$ cat src/core/pmx_pkg.sv
/*
 pin configuration and function multiplexer: shared constants.
 assumes a 20 MHz system clock and a 32-bit APB register bus.
*/
// Behaviour
// - each pin's configuration register picks exactly one peripheral function for it
// - an enabled peripheral without a routed pin has no guaranteed pin-side activity
// - each pin offers pull-up, pull-down or repeater biasing
// - each pin offers pseudo open-drain output: drives low, releases instead of high
// - the eight analog-capable pins have a 10 ns glitch filter, on after reset
// - after reset only the debug functions are selected on their pins; the code also selects GPIO on port 0 pins 16, 22 and 23
`default_nettype none

package pmx_pkg;

  // ==========================================================
  // geometry
  localparam int NUM_PINS = 9;
  localparam int ADDR_W = 12;
  localparam int CFG_W = 11;
  localparam int IDX_LSB = 2;
  localparam int IDX_W = 4;
  localparam int CFG_SPAN_LSB = 6;
  localparam int ADC_CH = 8;

  // ==========================================================
  // pin indices (port 0 pins 10..16, 22, 23)
  localparam int PIN_P0_10 = 0;
  localparam int PIN_P0_11 = 1;
  localparam int PIN_P0_12 = 2;
  localparam int PIN_P0_13 = 3;
  localparam int PIN_P0_14 = 4;
  localparam int PIN_P0_15 = 5;
  localparam int PIN_P0_16 = 6;
  localparam int PIN_P0_22 = 7;
  localparam int PIN_P0_23 = 8;
  localparam int FIRST_AD_PIN = 1;
  localparam int FIRST_GPIO_PIN = 6;
  localparam int FIRST_FILT_PIN = 1;

  // ==========================================================
  // configuration register fields
  localparam int FUNCTION_SELECT_FIELD_LSB = 0;
  localparam int FUNCTION_SELECT_FIELD_W = 3;
  localparam int MODE_LSB = 3;
  localparam int MODE_W = 2;
  localparam int HYS_BIT = 5;
  localparam int INV_BIT = 6;
  localparam int FILT_BIT = 8;
  localparam int OD_BIT = 10;

  localparam logic [FUNCTION_SELECT_FIELD_W-1:0] FN_DEFAULT = 3'h0;
  localparam logic [FUNCTION_SELECT_FIELD_W-1:0] FN_GPIO = 3'h1;
  localparam logic [FUNCTION_SELECT_FIELD_W-1:0] FN_ALT1 = 3'h2;
  localparam logic [FUNCTION_SELECT_FIELD_W-1:0] FN_ALT2 = 3'h3;
  localparam logic [FUNCTION_SELECT_FIELD_W-1:0] FN_ALT3 = 3'h4;

  localparam logic [MODE_W-1:0] MODE_NONE = 2'h0;
  localparam logic [MODE_W-1:0] MODE_DOWN = 2'h1;
  localparam logic [MODE_W-1:0] MODE_UP = 2'h2;
  localparam logic [MODE_W-1:0] MODE_REPEAT = 2'h3;

  localparam logic [CFG_W-1:0] CFG_MASK = 11'h57f;
  localparam logic [CFG_W-1:0] CFG_MASK_NOFILT = 11'h47f;
  localparam logic [CFG_W-1:0] CFG_RST = 11'h110;
  localparam logic [CFG_W-1:0] CFG_RST_NOFILT = 11'h010;

  // ==========================================================
  // register offsets
  localparam logic [ADDR_W-1:0] CFG_BASE = 12'h000;
  localparam logic [ADDR_W-1:0] STATUS_OFF = 12'h040;

  // ==========================================================
  // timing
  localparam int GLITCH_NS = 10;
  localparam int CLK_PERIOD_NS = 50;
  localparam int GLITCH_RAW = (GLITCH_NS + CLK_PERIOD_NS - 1) / CLK_PERIOD_NS;
  localparam int GLITCH_CYC = (GLITCH_RAW < 1) ? 1 : GLITCH_RAW;
  localparam logic FILT_OUT_RST = 1'b0;

  function automatic logic [CFG_W-1:0] cfgMask(input int i);
    return (i >= FIRST_FILT_PIN) ? CFG_MASK : CFG_MASK_NOFILT;
  endfunction : cfgMask

  function automatic logic [CFG_W-1:0] cfgReset(input int i);
    return (i >= FIRST_FILT_PIN) ? CFG_RST : CFG_RST_NOFILT;
  endfunction : cfgReset

endpackage : pmx_pkg

`default_nettype wire

$ cat src/core/pmx_glitch_filter.sv
/*
 one-pin input glitch filter.
 assumes din is already synchronised to clock.
*/
`default_nettype none

module pmx_glitch_filter
  import pmx_pkg::*;
#(
  parameter int CYC = GLITCH_CYC
) (
  // clock and reset
  input wire logic clock,
  input wire logic ce,
  input wire logic rst_n,
  // filter
  input wire logic en,
  input wire logic din,
  output logic dout
);

  localparam int CNT_W = $clog2(CYC + 1);

  logic out_r, out_nxt;
  logic [CNT_W-1:0] cnt_r, cnt_nxt;

  // ==========================================================
  // accept a new level only after it held for CYC samples
  always_comb begin
    out_nxt = out_r;
    cnt_nxt = '0;
    if (!en) begin
      out_nxt = din;
    end else if (din != out_r) begin
      if (cnt_r == CNT_W'(CYC - 1)) begin
        out_nxt = din;
      end else begin
        cnt_nxt = cnt_r + 1'b1;
      end
    end
  end

  always_ff @(posedge clock or negedge rst_n) begin
    if (!rst_n) begin
      out_r <= FILT_OUT_RST;
      cnt_r <= '0;
    end else if (ce) begin
      out_r <= out_nxt;
      cnt_r <= cnt_nxt;
    end
  end

  assign dout = out_r;
endmodule : pmx_glitch_filter

`default_nettype wire

$ cat src/core/pmx_pin_mux.sv
/*
 pin configuration block: per-pin function mux, biasing, open-drain,
 hysteresis, inversion and glitch filter (all but port 0 pin 10), with APB registers.
 assumes pads resolve level from padOut/padOe and peripherals sit on clock.
*/
// Implementation choices: register access over APB and the register addresses.
`default_nettype none

module pmx_pin_mux
  import pmx_pkg::*;
(
  // clock, enable and reset
  input wire logic clock,
  input wire logic ce,
  input wire logic rst_n,
  // apb slave
  input wire logic psel,
  input wire logic penable,
  input wire logic pwrite,
  input wire logic [ADDR_W-1:0] paddr,
  input wire logic [31:0] pwdata,
  output logic [31:0] prdata,
  output logic pready,
  output logic pslverr,
  // pads
  input wire logic [NUM_PINS-1:0] padIn,
  output logic [NUM_PINS-1:0] padOut,
  output logic [NUM_PINS-1:0] padOe,
  output logic [NUM_PINS-1:0] padPullUp,
  output logic [NUM_PINS-1:0] padPullDown,
  output logic [NUM_PINS-1:0] padRepeater,
  output logic [NUM_PINS-1:0] padHyst,
  output logic [NUM_PINS-1:0] padAnalog,
  // general purpose io
  input wire logic [NUM_PINS-1:0] gpioOut,
  input wire logic [NUM_PINS-1:0] gpioOe,
  output logic [NUM_PINS-1:0] gpioIn,
  // debug
  output logic dbgTck,
  output logic dbgTdi,
  output logic dbgTms,
  output logic dbgTrst,
  input wire logic dbgTdo,
  input wire logic dbgTdoOe,
  input wire logic swdioOut,
  input wire logic swdioOe,
  output logic swdioIn,
  // serial ports
  input wire logic sck0Out,
  input wire logic sck0Oe,
  output logic sck0In,
  input wire logic miso1Out,
  input wire logic miso1Oe,
  output logic miso1In,
  // timers
  input wire logic t16aMatch2,
  input wire logic t16bMatch1,
  input wire logic t32aMatch3,
  input wire logic [3:0] t32bMatch,
  output logic t32bCapture0,
  // adc
  output logic [ADC_CH-1:0] adcSel
);

  // ==========================================================
  // input synchronisers, filters, inversion
  logic [NUM_PINS-1:0] syncA_r, syncB_r, filtered, pinIn;
  logic [FUNCTION_SELECT_FIELD_W-1:0] pinFn [NUM_PINS];
  logic [CFG_W-1:0] cfg_r [NUM_PINS];
  logic [CFG_W-1:0] cfg_nxt [NUM_PINS];

  always_ff @(posedge clock or negedge rst_n) begin
    if (!rst_n) begin
      syncA_r <= '0;
      syncB_r <= '0;
    end else if (ce) begin
      syncA_r <= padIn;
      syncB_r <= syncA_r;
    end
  end

  for (genvar g = 0; g < NUM_PINS; g++) begin : g_pin
    assign pinFn[g] = cfg_r[g][FUNCTION_SELECT_FIELD_LSB +: FUNCTION_SELECT_FIELD_W];
    if (g >= FIRST_FILT_PIN) begin : g_filt
      pmx_glitch_filter #(.CYC(GLITCH_CYC)) u_filt (
        .clock(clock),
        .ce(ce),
        .rst_n(rst_n),
        .en(cfg_r[g][FILT_BIT]),
        .din(syncB_r[g]),
        .dout(filtered[g])
      );
    end else begin : g_nofilt
      assign filtered[g] = syncB_r[g];
    end
    assign pinIn[g] = filtered[g] ^ cfg_r[g][INV_BIT];
  end

  // ==========================================================
  // apb slave and configuration registers
  logic [31:0] prdata_r, prdata_nxt;
  logic pready_r, pready_nxt, pslverr_r, pslverr_nxt;
  logic [IDX_W-1:0] idx;
  logic cfgHit, statusHit, wrEn;

  assign idx = paddr[IDX_LSB +: IDX_W];
  assign cfgHit =
    (paddr[ADDR_W-1:CFG_SPAN_LSB] == CFG_BASE[ADDR_W-1:CFG_SPAN_LSB])
    && (paddr[IDX_LSB-1:0] == 2'h0) && (idx < IDX_W'(NUM_PINS));
  assign statusHit = (paddr == STATUS_OFF);
  assign wrEn = psel && penable && pready_r && pwrite && cfgHit;

  always_comb begin
    prdata_nxt = prdata_r;
    pslverr_nxt = pslverr_r;
    pready_nxt = 1'b0;
    for (int i = 0; i < NUM_PINS; i++) begin
      cfg_nxt[i] = cfg_r[i];
      if (wrEn && idx == IDX_W'(i)) begin
        cfg_nxt[i] = pwdata[CFG_W-1:0] & cfgMask(i);
      end
    end
    if (psel && !penable) begin
      pready_nxt = 1'b1;
      pslverr_nxt = !(cfgHit || statusHit);
      prdata_nxt = '0;
      if (cfgHit && !pwrite) begin
        prdata_nxt = {{(32 - CFG_W){1'b0}}, cfg_r[idx]};
      end else if (statusHit && !pwrite) begin
        prdata_nxt = {{(32 - NUM_PINS){1'b0}}, pinIn};
      end
    end
  end

  always_ff @(posedge clock or negedge rst_n) begin
    if (!rst_n) begin
      prdata_r <= '0;
      pready_r <= 1'b0;
      pslverr_r <= 1'b0;
      for (int i = 0; i < NUM_PINS; i++) begin
        cfg_r[i] <= cfgReset(i);
      end
    end else if (ce) begin
      prdata_r <= prdata_nxt;
      pready_r <= pready_nxt;
      pslverr_r <= pslverr_nxt;
      for (int i = 0; i < NUM_PINS; i++) begin
        cfg_r[i] <= cfg_nxt[i];
      end
    end
  end

  // ==========================================================
  // function multiplexer
  logic [NUM_PINS-1:0] dOut, dOe, ana;
  logic [NUM_PINS-1:0] padOut_r, padOe_r, padPullUp_r, padPullDown_r;
  logic [NUM_PINS-1:0] padRepeater_r, padHyst_r, padAnalog_r, gpioIn_r;
  logic [NUM_PINS-1:0] padOut_nxt, padOe_nxt, padPullUp_nxt;
  logic [NUM_PINS-1:0] padPullDown_nxt, padRepeater_nxt, padHyst_nxt;
  logic [NUM_PINS-1:0] padAnalog_nxt, gpioIn_nxt;
  logic [7:0] periIn_r, periIn_nxt;
  logic [ADC_CH-1:0] adcSel_r;
  logic od;
  logic [MODE_W-1:0] mode;

  always_comb begin
    od = 1'b0;
    mode = MODE_NONE;
    for (int i = 0; i < NUM_PINS; i++) begin
      dOut[i] = 1'b0;
      dOe[i] = 1'b0;
      ana[i] = 1'b0;
      if (pinFn[i] == FN_GPIO
          || (pinFn[i] == FN_DEFAULT && i >= FIRST_GPIO_PIN)) begin
        dOut[i] = gpioOut[i];
        dOe[i] = gpioOe[i];
      end
      if (pinFn[i] == FN_ALT1 && i >= FIRST_AD_PIN) begin
        ana[i] = 1'b1;
      end
    end
    // only listed candidate pins get each signal
    if (pinFn[PIN_P0_10] == FN_ALT1) begin
      dOut[PIN_P0_10] = sck0Out;
      dOe[PIN_P0_10] = sck0Oe;
    end
    if (pinFn[PIN_P0_10] == FN_ALT2) begin
      dOut[PIN_P0_10] = t16aMatch2;
      dOe[PIN_P0_10] = 1'b1;
    end
    if (pinFn[PIN_P0_11] == FN_ALT2) begin
      dOut[PIN_P0_11] = t32aMatch3;
      dOe[PIN_P0_11] = 1'b1;
    end
    if (pinFn[PIN_P0_13] == FN_DEFAULT) begin
      dOut[PIN_P0_13] = dbgTdo;
      dOe[PIN_P0_13] = dbgTdoOe;
    end
    for (int k = 0; k < 4; k++) begin
      if (pinFn[PIN_P0_13 + k] == FN_ALT2) begin
        dOut[PIN_P0_13 + k] = t32bMatch[k];
        dOe[PIN_P0_13 + k] = 1'b1;
      end
    end
    if (pinFn[PIN_P0_15] == FN_DEFAULT) begin
      dOut[PIN_P0_15] = swdioOut;
      dOe[PIN_P0_15] = swdioOe;
    end
    if (pinFn[PIN_P0_22] == FN_ALT2) begin
      dOut[PIN_P0_22] = t16bMatch1;
      dOe[PIN_P0_22] = 1'b1;
    end
    if (pinFn[PIN_P0_22] == FN_ALT3) begin
      dOut[PIN_P0_22] = miso1Out;
      dOe[PIN_P0_22] = miso1Oe;
    end
    // pin to peripheral; unrouted inputs rest at zero
    periIn_nxt[0] = (pinFn[PIN_P0_10] == FN_DEFAULT) && pinIn[PIN_P0_10];
    periIn_nxt[1] = (pinFn[PIN_P0_11] == FN_DEFAULT) && pinIn[PIN_P0_11];
    periIn_nxt[2] = (pinFn[PIN_P0_12] == FN_DEFAULT) && pinIn[PIN_P0_12];
    periIn_nxt[3] = (pinFn[PIN_P0_14] == FN_DEFAULT) && pinIn[PIN_P0_14];
    periIn_nxt[4] = (pinFn[PIN_P0_15] == FN_DEFAULT) && pinIn[PIN_P0_15];
    periIn_nxt[5] = (pinFn[PIN_P0_10] == FN_ALT1)
      && pinIn[PIN_P0_10];
    periIn_nxt[6] = (pinFn[PIN_P0_22] == FN_ALT3) && pinIn[PIN_P0_22];
    periIn_nxt[7] = (pinFn[PIN_P0_12] == FN_ALT2) && pinIn[PIN_P0_12];
    // pad controls
    for (int i = 0; i < NUM_PINS; i++) begin
      od = cfg_r[i][OD_BIT];
      mode = cfg_r[i][MODE_LSB +: MODE_W];
      padOut_nxt[i] = od ? 1'b0 : dOut[i];
      padOe_nxt[i] = ana[i] ? 1'b0 : (od ? (dOe[i] && !dOut[i]) : dOe[i]);
      padPullUp_nxt[i] = (mode == MODE_UP);
      padPullDown_nxt[i] = (mode == MODE_DOWN);
      padRepeater_nxt[i] = (mode == MODE_REPEAT);
      padHyst_nxt[i] = cfg_r[i][HYS_BIT];
      padAnalog_nxt[i] = ana[i];
      gpioIn_nxt[i] = ana[i] ? 1'b0 : pinIn[i];
    end
  end

  always_ff @(posedge clock or negedge rst_n) begin
    if (!rst_n) begin
      padOut_r <= '0;
      padOe_r <= '0;
      padPullUp_r <= '0;
      padPullDown_r <= '0;
      padRepeater_r <= '0;
      padHyst_r <= '0;
      padAnalog_r <= '0;
      gpioIn_r <= '0;
      periIn_r <= '0;
      adcSel_r <= '0;
    end else if (ce) begin
      padOut_r <= padOut_nxt;
      padOe_r <= padOe_nxt;
      padPullUp_r <= padPullUp_nxt;
      padPullDown_r <= padPullDown_nxt;
      padRepeater_r <= padRepeater_nxt;
      padHyst_r <= padHyst_nxt;
      padAnalog_r <= padAnalog_nxt;
      gpioIn_r <= gpioIn_nxt;
      periIn_r <= periIn_nxt;
      adcSel_r <= padAnalog_nxt[NUM_PINS-1:FIRST_AD_PIN];
    end
  end

  // ==========================================================
  // outputs
  assign prdata = prdata_r;
  assign pready = pready_r;
  assign pslverr = pslverr_r;
  assign padOut = padOut_r;
  assign padOe = padOe_r;
  assign padPullUp = padPullUp_r;
  assign padPullDown = padPullDown_r;
  assign padRepeater = padRepeater_r;
  assign padHyst = padHyst_r;
  assign padAnalog = padAnalog_r;
  assign gpioIn = gpioIn_r;
  assign dbgTck = periIn_r[0];
  assign dbgTdi = periIn_r[1];
  assign dbgTms = periIn_r[2];
  assign dbgTrst = periIn_r[3];
  assign swdioIn = periIn_r[4];
  assign sck0In = periIn_r[5];
  assign miso1In = periIn_r[6];
  assign t32bCapture0 = periIn_r[7];
  assign adcSel = adcSel_r;
endmodule : pmx_pin_mux

`default_nettype wire

$ cat config.mk
export PLATFORM = sky130hd
export DESIGN_NAME = pmx_pin_mux
export DESIGN_NICKNAME = d
export VERILOG_FILES = /design/src/core/pmx_pkg.sv /design/src/core/pmx_glitch_filter.sv /design/src/core/pmx_pin_mux.sv
export SDC_FILE = /design/constraint.sdc
export NUM_CORES = 1
export LEC_CHECK = 0
export ABC_AREA = 1
export BUFFER_PORTS_ARGS = -buffer_cell sky130_fd_sc_hd__buf_2
export CORE_MARGIN = 8
export CORE_UTILIZATION = 57
export CTS_BUF_LIST = sky130_fd_sc_hd__clkbuf_8
export DETAILED_ROUTE_END_ITERATION = 16
export PLACE_DENSITY = 0.9
export SLEW_MARGIN = 15
export SYNTH_ARGS = -nofsm -noshare
export SYNTH_HDL_FRONTEND = slang
export SYNTH_SLANG_ARGS = --single-unit
$ cat constraint.sdc
create_clock -name clock -period 2.06 [get_ports clock]
set_clock_uncertainty 0.05 [all_clocks]
set_input_delay 0.412 -clock clock [delete_from_list [all_inputs] [get_ports clock]]
set_output_delay 0.412 -clock clock [all_outputs]
set_load 0.005 [all_outputs]
==> summary.md <==
| Metric | Value |
|---|---|
| All-Layer GR Usage | 0.254 |
| Vias in the first global route | 8763 |
| Routability Congestion | 0.915 |
| Psw | 2.00 mW |
| # clock sinks | 197 |
| Core ar. | 17100 µm² |
| Slew Limit Fails | 0 |
| Number of vias per cell | 5.38 |
| Post-Synthesis Cell Area | 9790 µm² |
| Congestion Overflow GR | 0 |
| Reg2reg path depth | 8 |
| Cell variety after synth | 39 |
| Total Die Area | 21600 µm² |
| Worst-Margin Slew | 0.674 ns |
| End of the worst hold path | syncA_r[2]$_DFFE_PN0P_ |
| Maxcap violations | 0 |
| Ys async rst share | 1.00 |
| Area added between synthesis and finish | 14.7% |
| Register area | 4950 µm² |
| Req. time, crit path | 1.60 ns |
| CP max stage cell | dfrtp_1 |
| Clock buffer depth | 2 |
| Clk network pwr share | 0.342 |
| Critical Path Fanout Max | 2 |
| Critical path endpoint category | primary output |
| Gate power share | 0.101 |
| Non-filler instance count after layout | 1637 |
| DR vias | 8804 |
| Min-delay src | padIn[2] |
| Nets | 1491 |
| Clock slew at reported path FFs | 0.10 ns |
| Post_cts resized | 0 |
| Total negative slack | 0 ns |
| Syn Area/Cell | 7.85 µm² |
| Detail Placement HPWL | 19800 µm |
| Slew HR | 0.547 |
| Delay-heaviest family, CP | flip-flops |
| Share of post-route cells with drive strength above 1 | 0.203 |
| IO Count | 214 |
| Drt first-iter violations | 889 |
| Worst r2r src | pready$_DFFE_PN0P_ |
| Largest net degree at the start of global routing | 79 |
| Num rows | 48 |
| Remaining antenna violation count | 0 |
| RSZ-0062 raised after global routing | no |
| Multi-input gate area | 4090 µm² |
| Ant. Diodes | 0 |
| Fmax | 639 MHz |
| P_int | 5.29 mW |
| CTS root buf | clkbuf_8 |
| Initial antenna violation count | 1 |
| Residual DRC | 0 |
| DR pass1 iterations | 6 |
| Seq/Total Area, Yosys | 0.506 |
| Initial Utilization | 0.574 |
| H-tree Lvls | 4 |
| Final wirelength | 27000 µm |
| Latest clock arrival within the worst-skew pair | 0.48 ns |
| Lkg Pwr | 6.37 nW |
| Yosys warns | 0 |
| Final period util | 0.760 |
| R2R Setup Slk | 0.52 ns |
| Fillers | 1408 |
| Critical path cell sequence | buf_2 |
| Post-synth EDFFs | 0 |
| Final min period | 1.56 ns |
| Final setup vio count | 0 |
| Sequential share of power | 0.557 |
| CP arrival | 1.10 ns |
| Hold Fails Final Rpt | 0 |
| Crit Path Class | reg -> out |
| Sw frac | 0.274 |
| Status | completed |
| HP Class | in -> reg |
| Seq cells post-synth | 197 |
| First-pass GRT wire length | 44300 µm |
| P per Cell Area | 650 nW/µm² |
| Total CTS buffers | 17 |
| Peak VDD IR | 0.407 mV |
| Worst path bufs/invs | 1 |
| FF-to-FF End | cfg_r[34]$_DFFE_PN0P_ |
| Ys flop type | dfrtp_1 |
| Die width | 147 µm |
| Die H | 147 µm |
| CP startpoint kind | flip-flop |
| Cells after DPL | 1604 |
| I/O Buffers | 167 |
| CP peak stage delay | 0.46 ns |
| Cells after Synth | 1247 |
| CTS tree | done |
| WHS Path Cells | 3 |
| Wire length per cell | 16.5 µm |
-- per-layer routing --
metal	track usage	up-vias	wire length, µm
met5	0	-	8
met4	0.0954	2	750
met3	0.0618	56	2480
met2	0.403	393	12700
met1	0.332	4156	11000
li1	-	4197	-
-- power by group through the flow --
stage	clock [mW]	combinational [mW]	sequential, mW
final	2.50	0.735	4.06
after global routing	2.68	0.813	4.08
after CTS	2.52	0.735	4.06
after detailed placement	0	0.730	4.14
after global placement	0	0.711	4.13
after floorplan	0	0.374	4.13
-- timing repair --
item,CTS,global route
hold endpoints to repair,43,0
setup endpoints to repair,0,0
hold buffers,1,0
setup buffers,0,0
-- cell usage after synthesis (2+ instances only) --
| cell type | instances | share of area |
|---|---|---|
| nand2_1 | 545 | 0.21 |
| dfrtp_1 | 180 | 0.46 |
| o21ai_0 | 115 | 0.059 |
| inv_1 | 74 | 0.028 |
| nor2_1 | 61 | 0.023 |
| nand3_1 | 55 | 0.028 |
| clkbuf_1 | 37 | 0.014 |
| buf_4 | 33 | 0.025 |
| dfstp_2 | 17 | 0.046 |
| o31ai_1 | 15 | 0.012 |
| nand4_1 | 14 | 0.0089 |
| nor2_8 | 10 | 0.020 |
| o21ai_1 | 10 | 0.0051 |
| o21ai_2 | 10 | 0.0089 |
| clkbuf_2 | 9 | 0.0046 |
| a21oi_1 | 8 | 0.0041 |
| buf_2 | 6 | 0.0031 |
| o21a_1 | 5 | 0.0038 |
| xnor2_1 | 5 | 0.0045 |
| inv_2 | 4 | 0.0015 |
| o21bai_1 | 4 | 0.0031 |
| xor2_1 | 4 | 0.0036 |
| nand2_4 | 3 | 0.0035 |
| nand3_2 | 3 | 0.0031 |
| nor2_2 | 3 | 0.0019 |
| a22o_1 | 2 | 0.0018 |
| buf_6 | 2 | 0.0023 |
| nor3_1 | 2 | 0.0010 |
-- registers in the layout (all words and copies together), names as in the netlist --
signal	cells
syncB_r	9
pslverr	1
pready	1
adcSel	8
padPullUp	9
padHyst	9
periIn_r	8
padOut	9
padOe	9
g_pin.g_filt.u_filt.dout	8
padPullDown	9
prdata	10
syncA_r	9
cfg_r	80
gpioIn	9
padRepeater	9
-- final cells by class --
class | instances | share of cell area
Sequential cell | 197 | 0.441
Multi-Input combinational cell | 902 | 0.365
Timing Repair Buffer | 201 | 0.107
Inverter | 80 | 0.0270
Tap cell | 225 | 0.0251
Clock buffer | 19 | 0.0233
Clock inverter | 13 | 0.0121
-- worst max path at each step --
stage	start	to	slack [ns]	depth (start not counted)
floorplan	paddr[3]	cfg_r[57]$_DFFE_PN0P_	0.37	11
global route	pready$_DFFE_PN0P_	cfg_r[82]$_DFFE_PN0P_	0.41	7
finish	padOe[5]$_DFFE_PN0P_	padOe[5]	0.50	1
detailed placement	paddr[1]	cfg_r[82]$_DFFE_PN0P_	0.13	10
global placement	paddr[1]	cfg_r[36]$_DFFE_PN0P_	0.21	11
CTS	padOe[5]$_DFFE_PN0P_	padOe[5]	0.48	1
-- cells in the final DEF, fill, tap and decap left out, types with 17 or more instances in the layout --
cell and count:
buf_2 166, buf_4 25, clkbuf_8 20, conb_1 23, dfrtp_1 180, dfstp_2 17, inv_1 73, nand2_1 545
nand3_1 55, nor2_1 61, o21ai_0 115
-- metrics by stage --
stage	total power [mW]	util	instance area, µm²	worst slack [ns]	hold slack [ns]
after global placement	4.84	0.634	10800	0.212	0.383
after global routing	7.57	0.658	11200	0.411	0.0747
after CTS	7.32	0.658	11200	0.482	0.0593
after floorplan	4.51	-	9870	0.365	0.0664
after detailed placement	4.87	0.634	10800	0.132	0.392
final	7.30	0.658	11200	0.495	0.0794
-- logic make-up after synthesis --
kind of cell | synth area share
DFF | 0.506
other | 0.000383
AOI/OAI and AO/OA | 0.0986
and+or+nand+nor | 0.303
buffers and inverters | 0.0842
xor gates and xnor gates | 0.00805
No activity file was read; power rests on OpenSTA's default activity.
